<file path="config.mk">
export PLATFORM = sky130hd
export DESIGN_NAME = acmp_regs
export DESIGN_NICKNAME = d
export VERILOG_FILES = /design/src/verilog/acmp_pkg.sv /design/src/verilog/acmp_regs.sv /design/src/verilog/cmp_sense.sv
export VERILOG_INCLUDE_DIRS = /design/src /design/src/verilog
export SDC_FILE = /design/constraint.sdc
export NUM_CORES = 1
export LEC_CHECK = 0
export BUFFER_PORTS_ARGS = -buffer_cell sky130_fd_sc_hd__buf_2
export CAP_MARGIN = 20
export CORE_MARGIN = 8
export CORE_UTILIZATION = 30
export DETAILED_ROUTE_END_ITERATION = 16
export GPL_ROUTABILITY_DRIVEN = 0
export PLACE_DENSITY_LB_ADDON = 0.25
export SLEW_MARGIN = 5
export SYNTH_ARGS = -nofsm -noshare
export SYNTH_HDL_FRONTEND = slang
export SYNTH_SLANG_ARGS = --single-unit
</file>
<file path="constraint.sdc">
create_clock -name mclk -period 1.5 [get_ports mclk]
set_input_delay 0.15 -clock mclk [delete_from_list [all_inputs] [get_ports mclk]]
set_output_delay 0.15 -clock mclk [all_outputs]
set_load 0.01 [all_outputs]
</file>
<file path="src/verilog/acmp_params.svh">
/*
  Offsets, field positions, reset values and timing counts of the analog
  comparator register bank.
  Assumes it is included by bare name from the package and the design files.
*/
`ifndef ACMP_PARAMS_SVH
`define ACMP_PARAMS_SVH

// Register byte offsets.
`define OFS_MASKED_STATUS    8'h00
`define OFS_RAW_STATUS       8'h04
`define OFS_IRQ_ENABLE       8'h08
`define OFS_LADDER_CTRL      8'h10
`define OFS_CMP0_STATUS      8'h20
`define OFS_CMP0_CONTROL     8'h24
`define OFS_CMP1_STATUS      8'h40
`define OFS_CMP1_CONTROL     8'h44
`define OFS_CMP2_STATUS      8'h60
`define OFS_CMP2_CONTROL     8'h64

// Field positions of the ladder reference control register.
`define LADDER_POWER_BIT     9
`define LADDER_RANGE_BIT     8
`define LADDER_TAP_HI        3
`define LADDER_TAP_LO        0

// Field positions of each comparator control register.
`define SRC_HI               10
`define SRC_LO               9
`define LEVEL_BIT            4
`define SENSE_HI             3
`define SENSE_LO             2
`define INVERT_BIT           1

// Output value bit of each comparator status register.
`define COMPARE_OUTPUT_VALUE_BIT             1

// Reset values.
`define RESET_ZERO32         32'h0000_0000
`define RESET_ZERO3          3'h0

// Sense field encodings.
`define SENSE_LEVEL          2'h0
`define SENSE_FALL           2'h1
`define SENSE_RISE           2'h2

// Positive source encodings.
`define SRC_OWN_PIN          2'h0
`define SRC_CMP0_PIN         2'h1
`define SRC_INTERNAL_REF     2'h2

// Ladder totals in resistor units, by range bit.
`define LADDER_TOTAL_WIDE    6'h20
`define LADDER_TOTAL_NARROW  6'h18

// Slave answers one cycle after it takes a request.
`define BUS_WAIT_CYCLES      1

`endif

</file>
<file path="src/verilog/acmp_pkg.sv">
/*
  Types shared by the analog comparator register bank.
  Assumes acmp_params.svh is on the include path.
*/
package acmp_pkg;
  `include "acmp_params.svh"

  // One Avalon-MM request from the master.
  typedef struct packed {
    logic [7:0]  address;
    logic        read;
    logic        write;
    logic [31:0] writedata;
    logic [3:0]  byteenable;
  } avl_req_type;

  // Answer of the slave.
  typedef struct packed {
    logic [31:0] readdata;
    logic        waitrequest;
  } avl_rsp_type;

  // Settings of one comparator.
  typedef struct packed {
    logic [1:0] source;
    logic       level;
    logic [1:0] sense;
    logic       invert;
  } cmp_cfg_type;

  // Settings of the resistor ladder.
  typedef struct packed {
    logic       power;
    logic       range;
    logic [3:0] tap;
  } ladder_cfg_type;

  // Bus slave states.
  typedef enum logic [1:0] {
    BUS_IDLE   = 2'b01,
    BUS_ANSWER = 2'b10
  } bus_state_type;
endpackage

</file>
<file path="src/verilog/acmp_regs.sv">
/*
  Register bank of three analog comparators behind an Avalon-MM slave.
  Assumes comparator outputs are asynchronous digital levels and the
  analog ladder and multiplexers consume the configuration outputs.
*/
// Function
// - Enable bits 2,1,0 let comparators two, one, zero raise the interrupt.
// - Ladder power bit 9 powers the resistor ladder.
// - Tap field 3:0 picks the ladder tap used as reference.
// - Status registers at 0x20,0x40,0x60 return output value in bit 1.
// - Source field 10:9 picks own pin, comparator zero pin or reference.
// - Invert bit flips the output before all further processing.
// - Range bit picks a 32 or 24 unit ladder total.
// - Unpowered ladder puts the reference at ground whatever the tap.
// - Raw flag sets on the sense condition regardless of enable.
`timescale 1ns/1ps
`include "acmp_params.svh"
module acmp_regs (
  // Clock and reset.
  input  wire logic                  mclk,
  input  wire logic                  rst_b,
  // Avalon-MM slave.
  input  wire acmp_pkg::avl_req_type avl_req,
  output acmp_pkg::avl_rsp_type      avl_rsp,
  // Comparator outputs from the analog macro.
  input  wire logic [2:0]            cmp_raw,
  // Analog configuration.
  output acmp_pkg::ladder_cfg_type   ladder_cfg,
  output logic [5:0]                 ladder_total,
  output logic [3:0]                 ladder_tap_eff,
  output logic [5:0]                 positive_source_select,
  // Interrupt.
  output logic                       irq
);
  import acmp_pkg::*;

  typedef struct packed {
    bus_state_type  bus;
    logic [31:0]    rdata;
    logic [2:0]     enable;
    ladder_cfg_type ladder;
    cmp_cfg_type    cfg0;
    cmp_cfg_type    cfg1;
    cmp_cfg_type    cfg2;
    logic [2:0]     raw;
    logic [2:0]     compare_output_value;
    logic           irq;
    logic [5:0]     total;
    logic [3:0]     tap_eff;
    logic [5:0]     src;
  } bank_state_type;

  bank_state_type s_q;
  bank_state_type s_d;
  logic [2:0]     value;
  logic [2:0]     hit;
  logic [2:0]     masked;
  logic           take;
  logic           wr;
  logic           clr;
  logic [31:0]    wdata;

  // One sense unit per comparator.
  cmp_sense u_sense0 (
    .mclk    (mclk),
    .rst_b   (rst_b),
    .cmp_raw (cmp_raw[0]),
    .cfg     (s_q.cfg0),
    .value   (value[0]),
    .hit     (hit[0])
  );

  cmp_sense u_sense1 (
    .mclk    (mclk),
    .rst_b   (rst_b),
    .cmp_raw (cmp_raw[1]),
    .cfg     (s_q.cfg1),
    .value   (value[1]),
    .hit     (hit[1])
  );

  cmp_sense u_sense2 (
    .mclk    (mclk),
    .rst_b   (rst_b),
    .cmp_raw (cmp_raw[2]),
    .cfg     (s_q.cfg2),
    .value   (value[2]),
    .hit     (hit[2])
  );

  // Request taken in idle and answered in the next cycle; a write lands only at
  // the answer edge, where the master sees waitrequest low.
  assign take   = (s_q.bus == BUS_IDLE) && (avl_req.read || avl_req.write);
  assign wr     = (s_q.bus == BUS_ANSWER) && avl_req.write;
  assign wdata  = avl_req.writedata;
  assign masked = s_q.raw & s_q.enable;

  // Byte lane one and zero both carry control fields.
  function automatic cmp_cfg_type cfg_write(input cmp_cfg_type old,
                                            input logic [31:0] d,
                                            input logic [3:0] be);
    cmp_cfg_type c;
    c = old;
    if (be[1]) begin
      c.source = d[`SRC_HI:`SRC_LO];
    end
    if (be[0]) begin
      c.level  = d[`LEVEL_BIT];
      c.sense  = d[`SENSE_HI:`SENSE_LO];
      c.invert = d[`INVERT_BIT];
    end
    return c;
  endfunction

  function automatic logic [31:0] cfg_read(input cmp_cfg_type c);
    logic [31:0] r;
    r = `RESET_ZERO32;
    r[`SRC_HI:`SRC_LO]     = c.source;
    r[`LEVEL_BIT]          = c.level;
    r[`SENSE_HI:`SENSE_LO] = c.sense;
    r[`INVERT_BIT]         = c.invert;
    return r;
  endfunction

  // Next state of the whole bank.
  always_comb begin
    s_d     = s_q;
    clr     = 1'b0;
    s_d.compare_output_value = value;
    // Bus handshake.
    case (s_q.bus)
      BUS_IDLE: begin
        if (take) begin
          s_d.bus = BUS_ANSWER;
        end
      end
      BUS_ANSWER: begin
        s_d.bus = BUS_IDLE;
      end
      default: begin
        s_d.bus = BUS_IDLE;
      end
    endcase
    // Read data captured when the request is taken; reserved bits read zero.
    s_d.rdata = `RESET_ZERO32;
    if (take && avl_req.read) begin
      case (avl_req.address)
        `OFS_MASKED_STATUS: s_d.rdata[2:0] = masked;
        `OFS_RAW_STATUS:    s_d.rdata[2:0] = s_q.raw;
        `OFS_IRQ_ENABLE:    s_d.rdata[2:0] = s_q.enable;
        `OFS_LADDER_CTRL: begin
          s_d.rdata[`LADDER_POWER_BIT]             = s_q.ladder.power;
          s_d.rdata[`LADDER_RANGE_BIT]             = s_q.ladder.range;
          s_d.rdata[`LADDER_TAP_HI:`LADDER_TAP_LO] = s_q.ladder.tap;
        end
        `OFS_CMP0_STATUS:   s_d.rdata[`COMPARE_OUTPUT_VALUE_BIT] = s_q.compare_output_value[0];
        `OFS_CMP1_STATUS:   s_d.rdata[`COMPARE_OUTPUT_VALUE_BIT] = s_q.compare_output_value[1];
        `OFS_CMP2_STATUS:   s_d.rdata[`COMPARE_OUTPUT_VALUE_BIT] = s_q.compare_output_value[2];
        `OFS_CMP0_CONTROL:  s_d.rdata = cfg_read(s_q.cfg0);
        `OFS_CMP1_CONTROL:  s_d.rdata = cfg_read(s_q.cfg1);
        `OFS_CMP2_CONTROL:  s_d.rdata = cfg_read(s_q.cfg2);
        default:            s_d.rdata = `RESET_ZERO32;
      endcase
    end
    // Register writes; raw status clears flags, other status offsets and unmapped writes are ignored.
    if (wr) begin
      case (avl_req.address)
        `OFS_RAW_STATUS: begin
          clr = avl_req.byteenable[0];
        end
        `OFS_IRQ_ENABLE: begin
          if (avl_req.byteenable[0]) begin
            s_d.enable = wdata[2:0];
          end
        end
        `OFS_LADDER_CTRL: begin
          if (avl_req.byteenable[1]) begin
            s_d.ladder.power = wdata[`LADDER_POWER_BIT];
            s_d.ladder.range = wdata[`LADDER_RANGE_BIT];
          end
          if (avl_req.byteenable[0]) begin
            s_d.ladder.tap = wdata[`LADDER_TAP_HI:`LADDER_TAP_LO];
          end
        end
        `OFS_CMP0_CONTROL: s_d.cfg0 = cfg_write(s_q.cfg0, wdata, avl_req.byteenable);
        `OFS_CMP1_CONTROL: s_d.cfg1 = cfg_write(s_q.cfg1, wdata, avl_req.byteenable);
        `OFS_CMP2_CONTROL: s_d.cfg2 = cfg_write(s_q.cfg2, wdata, avl_req.byteenable);
        default: begin
        end
      endcase
    end
    // Sticky raw flags: write one to clear, a new hit wins over the clear.
    s_d.raw = (s_q.raw & ~(clr ? wdata[2:0] : 3'h0)) | hit;
    s_d.irq = |(s_d.raw & s_d.enable);
    // Ladder outputs: ground when unpowered, total from the range bit.
    s_d.total   = s_d.ladder.range ? `LADDER_TOTAL_NARROW
                                   : `LADDER_TOTAL_WIDE;
    s_d.tap_eff = s_d.ladder.power ? s_d.ladder.tap : 4'h0;
    s_d.src     = {s_d.cfg2.source, s_d.cfg1.source, s_d.cfg0.source};
  end

  // Register the whole bank.
  always_ff @(posedge mclk or negedge rst_b) begin
    if (!rst_b) begin
      s_q       <= '0;
      s_q.bus   <= BUS_IDLE;
      s_q.total <= `LADDER_TOTAL_WIDE;
    end else begin
      s_q <= s_d;
    end
  end

  // Outputs straight from flip-flops.
  assign avl_rsp.readdata    = s_q.rdata;
  assign avl_rsp.waitrequest = s_q.bus[0];   // One-hot idle flop doubles as the wait flag.
  assign ladder_cfg          = s_q.ladder;
  assign ladder_total        = s_q.total;
  assign ladder_tap_eff      = s_q.tap_eff;
  assign positive_source_select = s_q.src;
  assign irq                 = s_q.irq;

  chk_irq_masked: assert property (@(posedge mclk) disable iff (!rst_b)
    irq == |($past(s_d.raw) & s_q.enable))
    else $error("Interrupt does not follow masked flags.");

  chk_raw_sets: assert property (@(posedge mclk) disable iff (!rst_b)
    |hit |=> |s_q.raw)
    else $error("Raw flag not set on hit.");

  chk_raw_sticky: assert property (@(posedge mclk) disable iff (!rst_b)
    (s_q.raw[0] && !clr) |=> s_q.raw[0])
    else $error("Raw flag lost without clear.");

  chk_enable_write: assert property (@(posedge mclk) disable iff (!rst_b)
    (wr && avl_req.address == `OFS_IRQ_ENABLE && avl_req.byteenable[0])
      |=> s_q.enable == $past(wdata[2:0]))
    else $error("Enable write not stored.");

  chk_ladder_ground: assert property (@(posedge mclk) disable iff (!rst_b)
    !ladder_cfg.power |-> ladder_tap_eff == 4'h0)
    else $error("Reference not grounded when unpowered.");

  chk_ladder_tap: assert property (@(posedge mclk) disable iff (!rst_b)
    ladder_cfg.power |-> ladder_tap_eff == ladder_cfg.tap)
    else $error("Tap not passed to reference.");

  chk_ladder_range: assert property (@(posedge mclk) disable iff (!rst_b)
    ladder_total == (ladder_cfg.range ? 6'h18 : 6'h20))
    else $error("Ladder total wrong for range.");

  chk_status_read: assert property (@(posedge mclk) disable iff (!rst_b)
    (take && avl_req.read && avl_req.address == `OFS_CMP1_STATUS)
      |=> !avl_rsp.waitrequest && avl_rsp.readdata == {30'h0, $past(s_q.compare_output_value[1]), 1'b0})
    else $error("Status read wrong.");

  chk_bus_answer: assert property (@(posedge mclk) disable iff (!rst_b)
    take |=> !avl_rsp.waitrequest ##1 avl_rsp.waitrequest)
    else $error("Bus answer not one cycle.");

  chk_power_write: assert property (@(posedge mclk) disable iff (!rst_b)
    (wr && avl_req.address == `OFS_LADDER_CTRL && avl_req.byteenable[1])
      |=> ladder_cfg.power == $past(wdata[9]))
    else $error("Ladder power not stored.");

  // Read paths: each read returns what the bank held at the taking edge.
  chk_enable_read: assert property (@(posedge mclk) disable iff (!rst_b)
    (take && avl_req.read && avl_req.address == `OFS_IRQ_ENABLE)
      |=> avl_rsp.readdata == {29'h0, $past(s_q.enable)})
    else $error("Enable read wrong.");

  chk_raw_read: assert property (@(posedge mclk) disable iff (!rst_b)
    (take && avl_req.read && avl_req.address == `OFS_RAW_STATUS)
      |=> avl_rsp.readdata == {29'h0, $past(s_q.raw)})
    else $error("Raw status read wrong.");

  chk_masked_read: assert property (@(posedge mclk) disable iff (!rst_b)
    (take && avl_req.read && avl_req.address == `OFS_MASKED_STATUS)
      |=> avl_rsp.readdata == {29'h0, $past(masked)})
    else $error("Masked status read wrong.");

  chk_ladder_read: assert property (@(posedge mclk) disable iff (!rst_b)
    (take && avl_req.read && avl_req.address == `OFS_LADDER_CTRL)
      |=> avl_rsp.readdata[`LADDER_POWER_BIT] == $past(s_q.ladder.power))
    else $error("Ladder power read wrong.");

  chk_control_read: assert property (@(posedge mclk) disable iff (!rst_b)
    (take && avl_req.read && avl_req.address == `OFS_CMP2_CONTROL)
      |=> avl_rsp.readdata[`SRC_HI:`SRC_LO] == $past(s_q.cfg2.source))
    else $error("Source field read wrong.");

  chk_wait_data: assert property (@(posedge mclk) disable iff (!rst_b)
    avl_rsp.waitrequest |-> avl_rsp.readdata == 32'h0000_0000)
    else $error("Read data not zero while waiting.");

  // Write paths: fields land from the held request at the answer edge only.
  chk_idle_no_write: assert property (@(posedge mclk) disable iff (!rst_b)
    (s_q.bus == BUS_IDLE) |=> $stable(s_q.enable))
    else $error("Write landed before the answer edge.");

  chk_range_write: assert property (@(posedge mclk) disable iff (!rst_b)
    (wr && avl_req.address == `OFS_LADDER_CTRL && avl_req.byteenable[1])
      |=> ladder_cfg.range == $past(wdata[`LADDER_RANGE_BIT]))
    else $error("Ladder range not stored.");

  chk_tap_write: assert property (@(posedge mclk) disable iff (!rst_b)
    (wr && avl_req.address == `OFS_LADDER_CTRL && avl_req.byteenable[0])
      |=> ladder_cfg.tap == $past(wdata[`LADDER_TAP_HI:`LADDER_TAP_LO]))
    else $error("Ladder tap not stored.");

  chk_sense_write: assert property (@(posedge mclk) disable iff (!rst_b)
    (wr && avl_req.address == `OFS_CMP0_CONTROL && avl_req.byteenable[0])
      |=> s_q.cfg0.sense == $past(wdata[`SENSE_HI:`SENSE_LO]))
    else $error("Sense field not stored.");

  chk_invert_write: assert property (@(posedge mclk) disable iff (!rst_b)
    (wr && avl_req.address == `OFS_CMP1_CONTROL && avl_req.byteenable[0])
      |=> s_q.cfg1.invert == $past(wdata[`INVERT_BIT]))
    else $error("Invert bit not stored.");

  chk_level_write: assert property (@(posedge mclk) disable iff (!rst_b)
    (wr && avl_req.address == `OFS_CMP2_CONTROL && avl_req.byteenable[0])
      |=> s_q.cfg2.level == $past(wdata[`LEVEL_BIT]))
    else $error("Level bit not stored.");

  chk_source_write: assert property (@(posedge mclk) disable iff (!rst_b)
    (wr && avl_req.address == `OFS_CMP2_CONTROL && avl_req.byteenable[1])
      |=> s_q.cfg2.source == $past(wdata[`SRC_HI:`SRC_LO]))
    else $error("Source field not stored.");

  chk_source_out: assert property (@(posedge mclk) disable iff (!rst_b)
    positive_source_select == {s_q.cfg2.source, s_q.cfg1.source, s_q.cfg0.source})
    else $error("Source select output wrong.");

  // Sticky flags: a written one clears, a new hit in the same cycle wins.
  chk_raw_clear: assert property (@(posedge mclk) disable iff (!rst_b)
    (wr && avl_req.address == `OFS_RAW_STATUS && avl_req.byteenable[0] && wdata[0] && !hit[0])
      |=> !s_q.raw[0])
    else $error("Raw flag not cleared.");

  chk_set_wins: assert property (@(posedge mclk) disable iff (!rst_b)
    (clr && hit[2]) |=> s_q.raw[2])
    else $error("Clear beat a new hit.");
endmodule // acmp_regs

</file>
<file path="src/verilog/cmp_sense.sv">
/*
  Sense logic for one comparator: synchroniser, inversion and interrupt
  condition detection.
  Assumes the raw comparator output is asynchronous to mclk.
*/
`timescale 1ns/1ps
`include "acmp_params.svh"
module cmp_sense (
  // Clock and reset.
  input  wire logic                 mclk,
  input  wire logic                 rst_b,
  // Comparator and configuration.
  input  wire logic                 cmp_raw,
  input  wire acmp_pkg::cmp_cfg_type cfg,
  // Results.
  output logic                      value,
  output logic                      hit
);
  import acmp_pkg::*;

  typedef struct packed {
    logic sync1;
    logic sync2;
    logic out;
    logic prev;
  } sense_state_type;

  sense_state_type s_q;
  sense_state_type s_d;

  // Two-flop synchroniser, then inversion, then a one-cycle history.
  always_comb begin
    s_d       = s_q;
    s_d.sync1 = cmp_raw;
    s_d.sync2 = s_q.sync1;
    s_d.out   = s_q.sync2 ^ cfg.invert;
    s_d.prev  = s_q.out;
  end

  always_ff @(posedge mclk or negedge rst_b) begin
    if (!rst_b) begin
      s_q <= '0;
    end else begin
      s_q <= s_d;
    end
  end

  // Selected sense condition on the processed output.
  always_comb begin
    case (cfg.sense)
      `SENSE_LEVEL: hit = (s_q.out == cfg.level);
      `SENSE_FALL:  hit = s_q.prev & ~s_q.out;
      `SENSE_RISE:  hit = ~s_q.prev & s_q.out;
      default:      hit = 1'b0;
    endcase
  end

  assign value = s_q.out;

  chk_edge_rise: assert property (@(posedge mclk) disable iff (!rst_b)
    (cfg.sense == `SENSE_RISE && $rose(value) && $stable(cfg)) |-> hit)
    else $error("Rising edge not sensed.");

  chk_invert_path: assert property (@(posedge mclk) disable iff (!rst_b)
    $stable(cfg.invert) |-> value == ($past(s_q.sync2) ^ cfg.invert))
    else $error("Inversion not applied.");
endmodule // cmp_sense
</file>
# Yosys cells after proc, flatten, opt, wreduce, memory -nomap -nowiden
# Index checks and enable logic that the tools add are counted.
# Widths: inputs -> output; s select.
[word_totals]
register_bits = 96
inputBits = 51
wordCells = 122
[classes]
eq_ne = 21
n_mux = 33
bitwise_logic = 20
n_reduce_logical = 12
[op_table]
columns = ["op", "n"]
rows = [
  ["$eq 8x7->1 const B", 4],
  ["$mux 6", 5],
  ["$mux 27", 1],
  ["$mux 4", 5],
  ["$eq 8x6->1 const B", 2],
  ["$pmux 1 s3", 5],
  ["$mux 2", 6],
  ["$mux 11", 1],
  ["$pmux 1 s10", 1],
  ["$and 3x3->3", 3],
  ["$mux 3", 3],
  ["$reduce_and 3->1", 3],
  ["$eq 2x1->1 const B", 4],
  ["$eq 2x2->1 const B", 4],
  ["$eq 8x3->1 const B", 1],
  ["$eq 8x4->1 const B", 1],
  ["$eq 8x5->1 const B", 1],
  ["$logic_not 8->1", 1],
  ["$pmux 1 s4", 2],
  ["$pmux 2 s4", 1],
  ["$pmux 1 s7", 1],
  ["$and 1x1->1", 6],
  ["$logic_not 2->1", 3],
  ["$not 1->1", 6],
  ["9 further kinds", 16],
]

# Longest topological paths before layout
[depth]
ltp_word = 9
mapped_depth = 6
ltp_nobuf = 4

# Modules after synthesis
# A second synthesis with hierarchy kept.
[unflattened]
cells_unflattened = 263
area_unflattened_um2 = 3080.5
[modules_own_cells]
columns = ["module", "instances", "cells_each", "area_per_inst_um2", "seq_area_each_um2"]
rows = [
  ["acmp_regs", 1, 230, 2626.3, 1228.7],
  ["cmp_sense", 3, 11, 151.4, 100.1],
]

# Least setup slack after synthesis
# No wires, ideal clock.
[synth_path]
kind = "reg-to-reg"
from = "register s_q, in the netlist avl_rsp[0]"
to = "register s_q, in the netlist ladder_tap_eff[1]"
setup_time_ns = 0.133
arrival_ns = 1.513
path_slack_ns = -0.145
stages_incl_launch_ff = 6
n_path_buf = 1
cell_sequence = "dfstp_2 and4b_1 clkbuf_1 nand4_1 mux2_2 nor2b_1"
[synth_rtl]
columns = ["item", "line_no", "rtl"]
rows = [
  ["from (decl)", "acmp_regs.sv:53", "bank_state_type s_q;"],
]

==> summary.txt <==
Floorplanning
  – # IOs: 107
  – Chip Width: 118 um
  – Core area: 0.0102 sq mm
  – Chip height: 118 um
  – Die ar.: 0.0140 sq mm
  – FP Rows: 37
  – Initial Util: 30.7%

Pwr
  – Pwr/cell area: 919 mW/mm^2
  – Max VDD drop: 508 uV
  – Leakage: 1.98 nW
  – Total power: 3.65 mW

Synthesis
  – Post-synth cell types: 58
  – Ys async rst share: 100%
  – Register area share after synthesis: 46.4%
  – Top cell type by total area after synthesis: dfrtp_1
  – Mapped cell area: 0.00314 sq mm
  – Main flop type after synthesis: dfrtp_1
  – Post-synth EDFFs: 0
  – Cells after Synth: 278
  – Syn avg cell area: 11.3 sq um
  – Synth Warn #: 0
  – Register bit total from synthesis: 58
  – Top cells by area, synth: dfrtp_1 45%, buf_4 13%, mux2_2 9.0%
  – Area share of the largest cell type after synthesis: 44.7%

STA
  – Hold Slack: 84.3 ps
  – Final period util: 107%
  – Pins Over Slew Limit: 0
  – Final setup viols: 24
  – Max Clk Rate: 622 MHz
  – RSZ-0062 raised after global routing: yes
  – Fin crit period: 1610 ps
  – Final Hold Viols: 0
  – TNS Setup: -1090 ps
  – Clock skew: 11.3 ps
  – Final worst setup slack: -108 ps

Setup path
  – Worst setup path endpoint: ladder_tap_eff[2]
  – Data required, critical path: 1720 ps
  – CP cell instances: and4b_2, nand4_1, buf_6, mux2_4, nor2b_4
  – R2R Path Start: avl_rsp[0]
  – Worst-case reg-to-reg path depth: 5
  – Type of origin of the critical path: flip-flop
  – Levels on crit path: 5
  – CP endpoint kind: flip-flop
  – Arrival time at the worst endpoint: 1830 ps
  – Worst R2R End: ladder_tap_eff[2]
  – FF-to-FF setup slack: -110 ps
  – Setup CP Type: flip-flop to flip-flop
  – Worst Path Max Fanout: 7
  – Max incr delay on CP: 530 ps
  – CP delay by family, top: flip-flops
  – CP max stage cell: dfstp_2
  – Bufs and invs on worst path: 1
  – CP startpoint: avl_rsp[0]

Final layout
  – Layout Nets: 399
  – Share of layout cells above drive strength 1: 48.4%
  – Ant diodes: 0
  – Synthesis-to-layout area growth: 26.8%
  – Final Core Density: 38.9%
  – Finished Cell Area: 0.00398 sq mm
  – Non-filler cells, final: 489

Clock network
  – CTS Root Buffer Type: clkbuf_8
  – Clock sink count: 58
  – Number of H-tree levels: 3
  – Clock-pin slew on the worst setup and hold paths: 80 ps
  – CTS Buffer Depth: 2
  – CTS tree: done
  – Worst-Skew Late Latency: 340 ps
  – Inserted Clock Buffers: 9

GRT
  – Vias in the first global route: 2,386
  – Overflow after GRT: 0
  – Antenna violations before repair: 0
  – First-pass GRT wire length: 13,100 um
  – Tot GR Track Use: 11.8%
  – Largest net degree at the start of global routing: 59

Drt
  – Drt via density: 4.62
  – Via count: 2,261
  – Wire length per cell: 16.2 um
  – Pre-antenna DRT Iters: 4
  – First-iteration detailed-routing DRC count: 64
  – Antenna Violating Nets Remaining: 0
  – WL final: 7950 um
  – DRC: 0

Min path
  – Tightest Hold Check Type: input pin to flip-flop

Placed design
  – Placed Area: 0.00348 sq mm
  – DP Wirelength: 6030 um
  – Pre-CTS WS: -232 ps
  – IO Port Bufs: 53
  – Placed cells: 465

Outcome
  – Status: finished with violations
  – Violated checks: negative setup slack

Flow run
  – Max Cap Viol: 0
[where the power goes]
| part | switching [mW] | internal [mW] |
|---|---|---|
| clock network | 0.691 | 0.777 |
| registers | 0.0303 | 1.62 |
| logic | 0.288 | 0.246 |
| total | 1.01 | 2.65 |
[cell families (layout without fill, tap and decap cells)]
group	after synthesis	in the layout	share of synthesized area (%)
DFF	58	58	46.4
adders and majority gates	1	1	0.319
muxes	31	31	10.9
xor gates and xnor gates	6	6	1.68
AOI/OAI and AO/OA	30	30	6.90
other	1	27	0.120
and+or+nand+nor	77	77	17.7
buffers and inverters	74	123	16.1
[cells in the final DEF, fill, tap and decap left out, types with 6 or more instances in the layout]
master	instances
dfrtp_1	56
xor2_1	6
clkbuf_8	9
buf_2	53
inv_1	11
nand4_1	8
mux2_4	14
nand2_1	6
conb_1	27
mux2_2	11
buf_4	34
nor2_1	7
[flip-flops by register name, summed over array words and instances (netlist names)]
| signal | flops |
|---|---|
| u_sense2.value | 1 |
| u_sense2.s_q | 1 |
| ladder_total | 2 |
| u_sense2.s_d | 1 |
| avl_rsp | 9 |
| ladder_cfg | 5 |
| positive_source_select | 5 |
| u_sense1.s_q | 1 |
| u_sense0.s_d | 1 |
| irq | 1 |
| u_sense1.s_d | 1 |
| u_sense0.s_q | 1 |
| u_sense1.value | 1 |
| ladder_tap_eff | 4 |
| u_sense0.value | 1 |
| s_q | 23 |
[Yosys cell counts (3+ instances only)]
| cell | n |
|---|---|
| nand2_1 | 9 |
| nand4_1 | 8 |
| xor2_1 | 6 |
| nor2b_1 | 7 |
| and3b_1 | 3 |
| mux2_2 | 25 |
| o21ai_0 | 4 |
| dfrtp_1 | 56 |
| buf_2 | 4 |
| nand4b_1 | 4 |
| a21oi_1 | 3 |
| nand3_1 | 7 |
| nor2_1 | 8 |
| mux2i_1 | 6 |
| nor4b_1 | 3 |
| inv_1 | 11 |
| buf_4 | 55 |
| o22ai_1 | 3 |
[final cells by class]
type / instances / area [sq um]
clock buffer: 9 / 124
clock inverter: 7 / 77.6
fill: 1005 / 6250
inverter: 11 / 41.3
multi-input combinational: 172 / 1490
sequential: 58 / 1450
tap: 136 / 170
timing repair buffer: 96 / 624
[metal layers]
metal	wire (um)	GRT usage, %	up-vias
li1	-	-	1055
met1	3540	14.5	1125
met2	3730	18.3	68
met3	576	4.62	13
met4	106	4.08	0
met5	0	0	-
[how the worst min path moves through the flow]
stage,startpoint,to,slack [ps],cells after the start
after floorplan,rst_b,avl_rsp[10],-150,0
after global placement,rst_b,ladder_cfg[2],180,2
after detailed placement,rst_b,u_sense0.s_d[2],180,2
after CTS,avl_req[14],positive_source_select[1],70,2
after global routing,avl_req[8],s_q[32],70,2
final,avl_req[37],s_q[83],80,2
[repair_timing]
item | in CTS | in global routing
gates resized for setup | 39 | 10
pin swaps | 8 | 4
gates cloned | 0 | 0
hold endpoints to repair | 60 | 0
hold buffers | 5 | 0
buffers inserted | 3 | 0
setup endpoints to repair | 35 | 38
(Power assumes the default switching activity.)
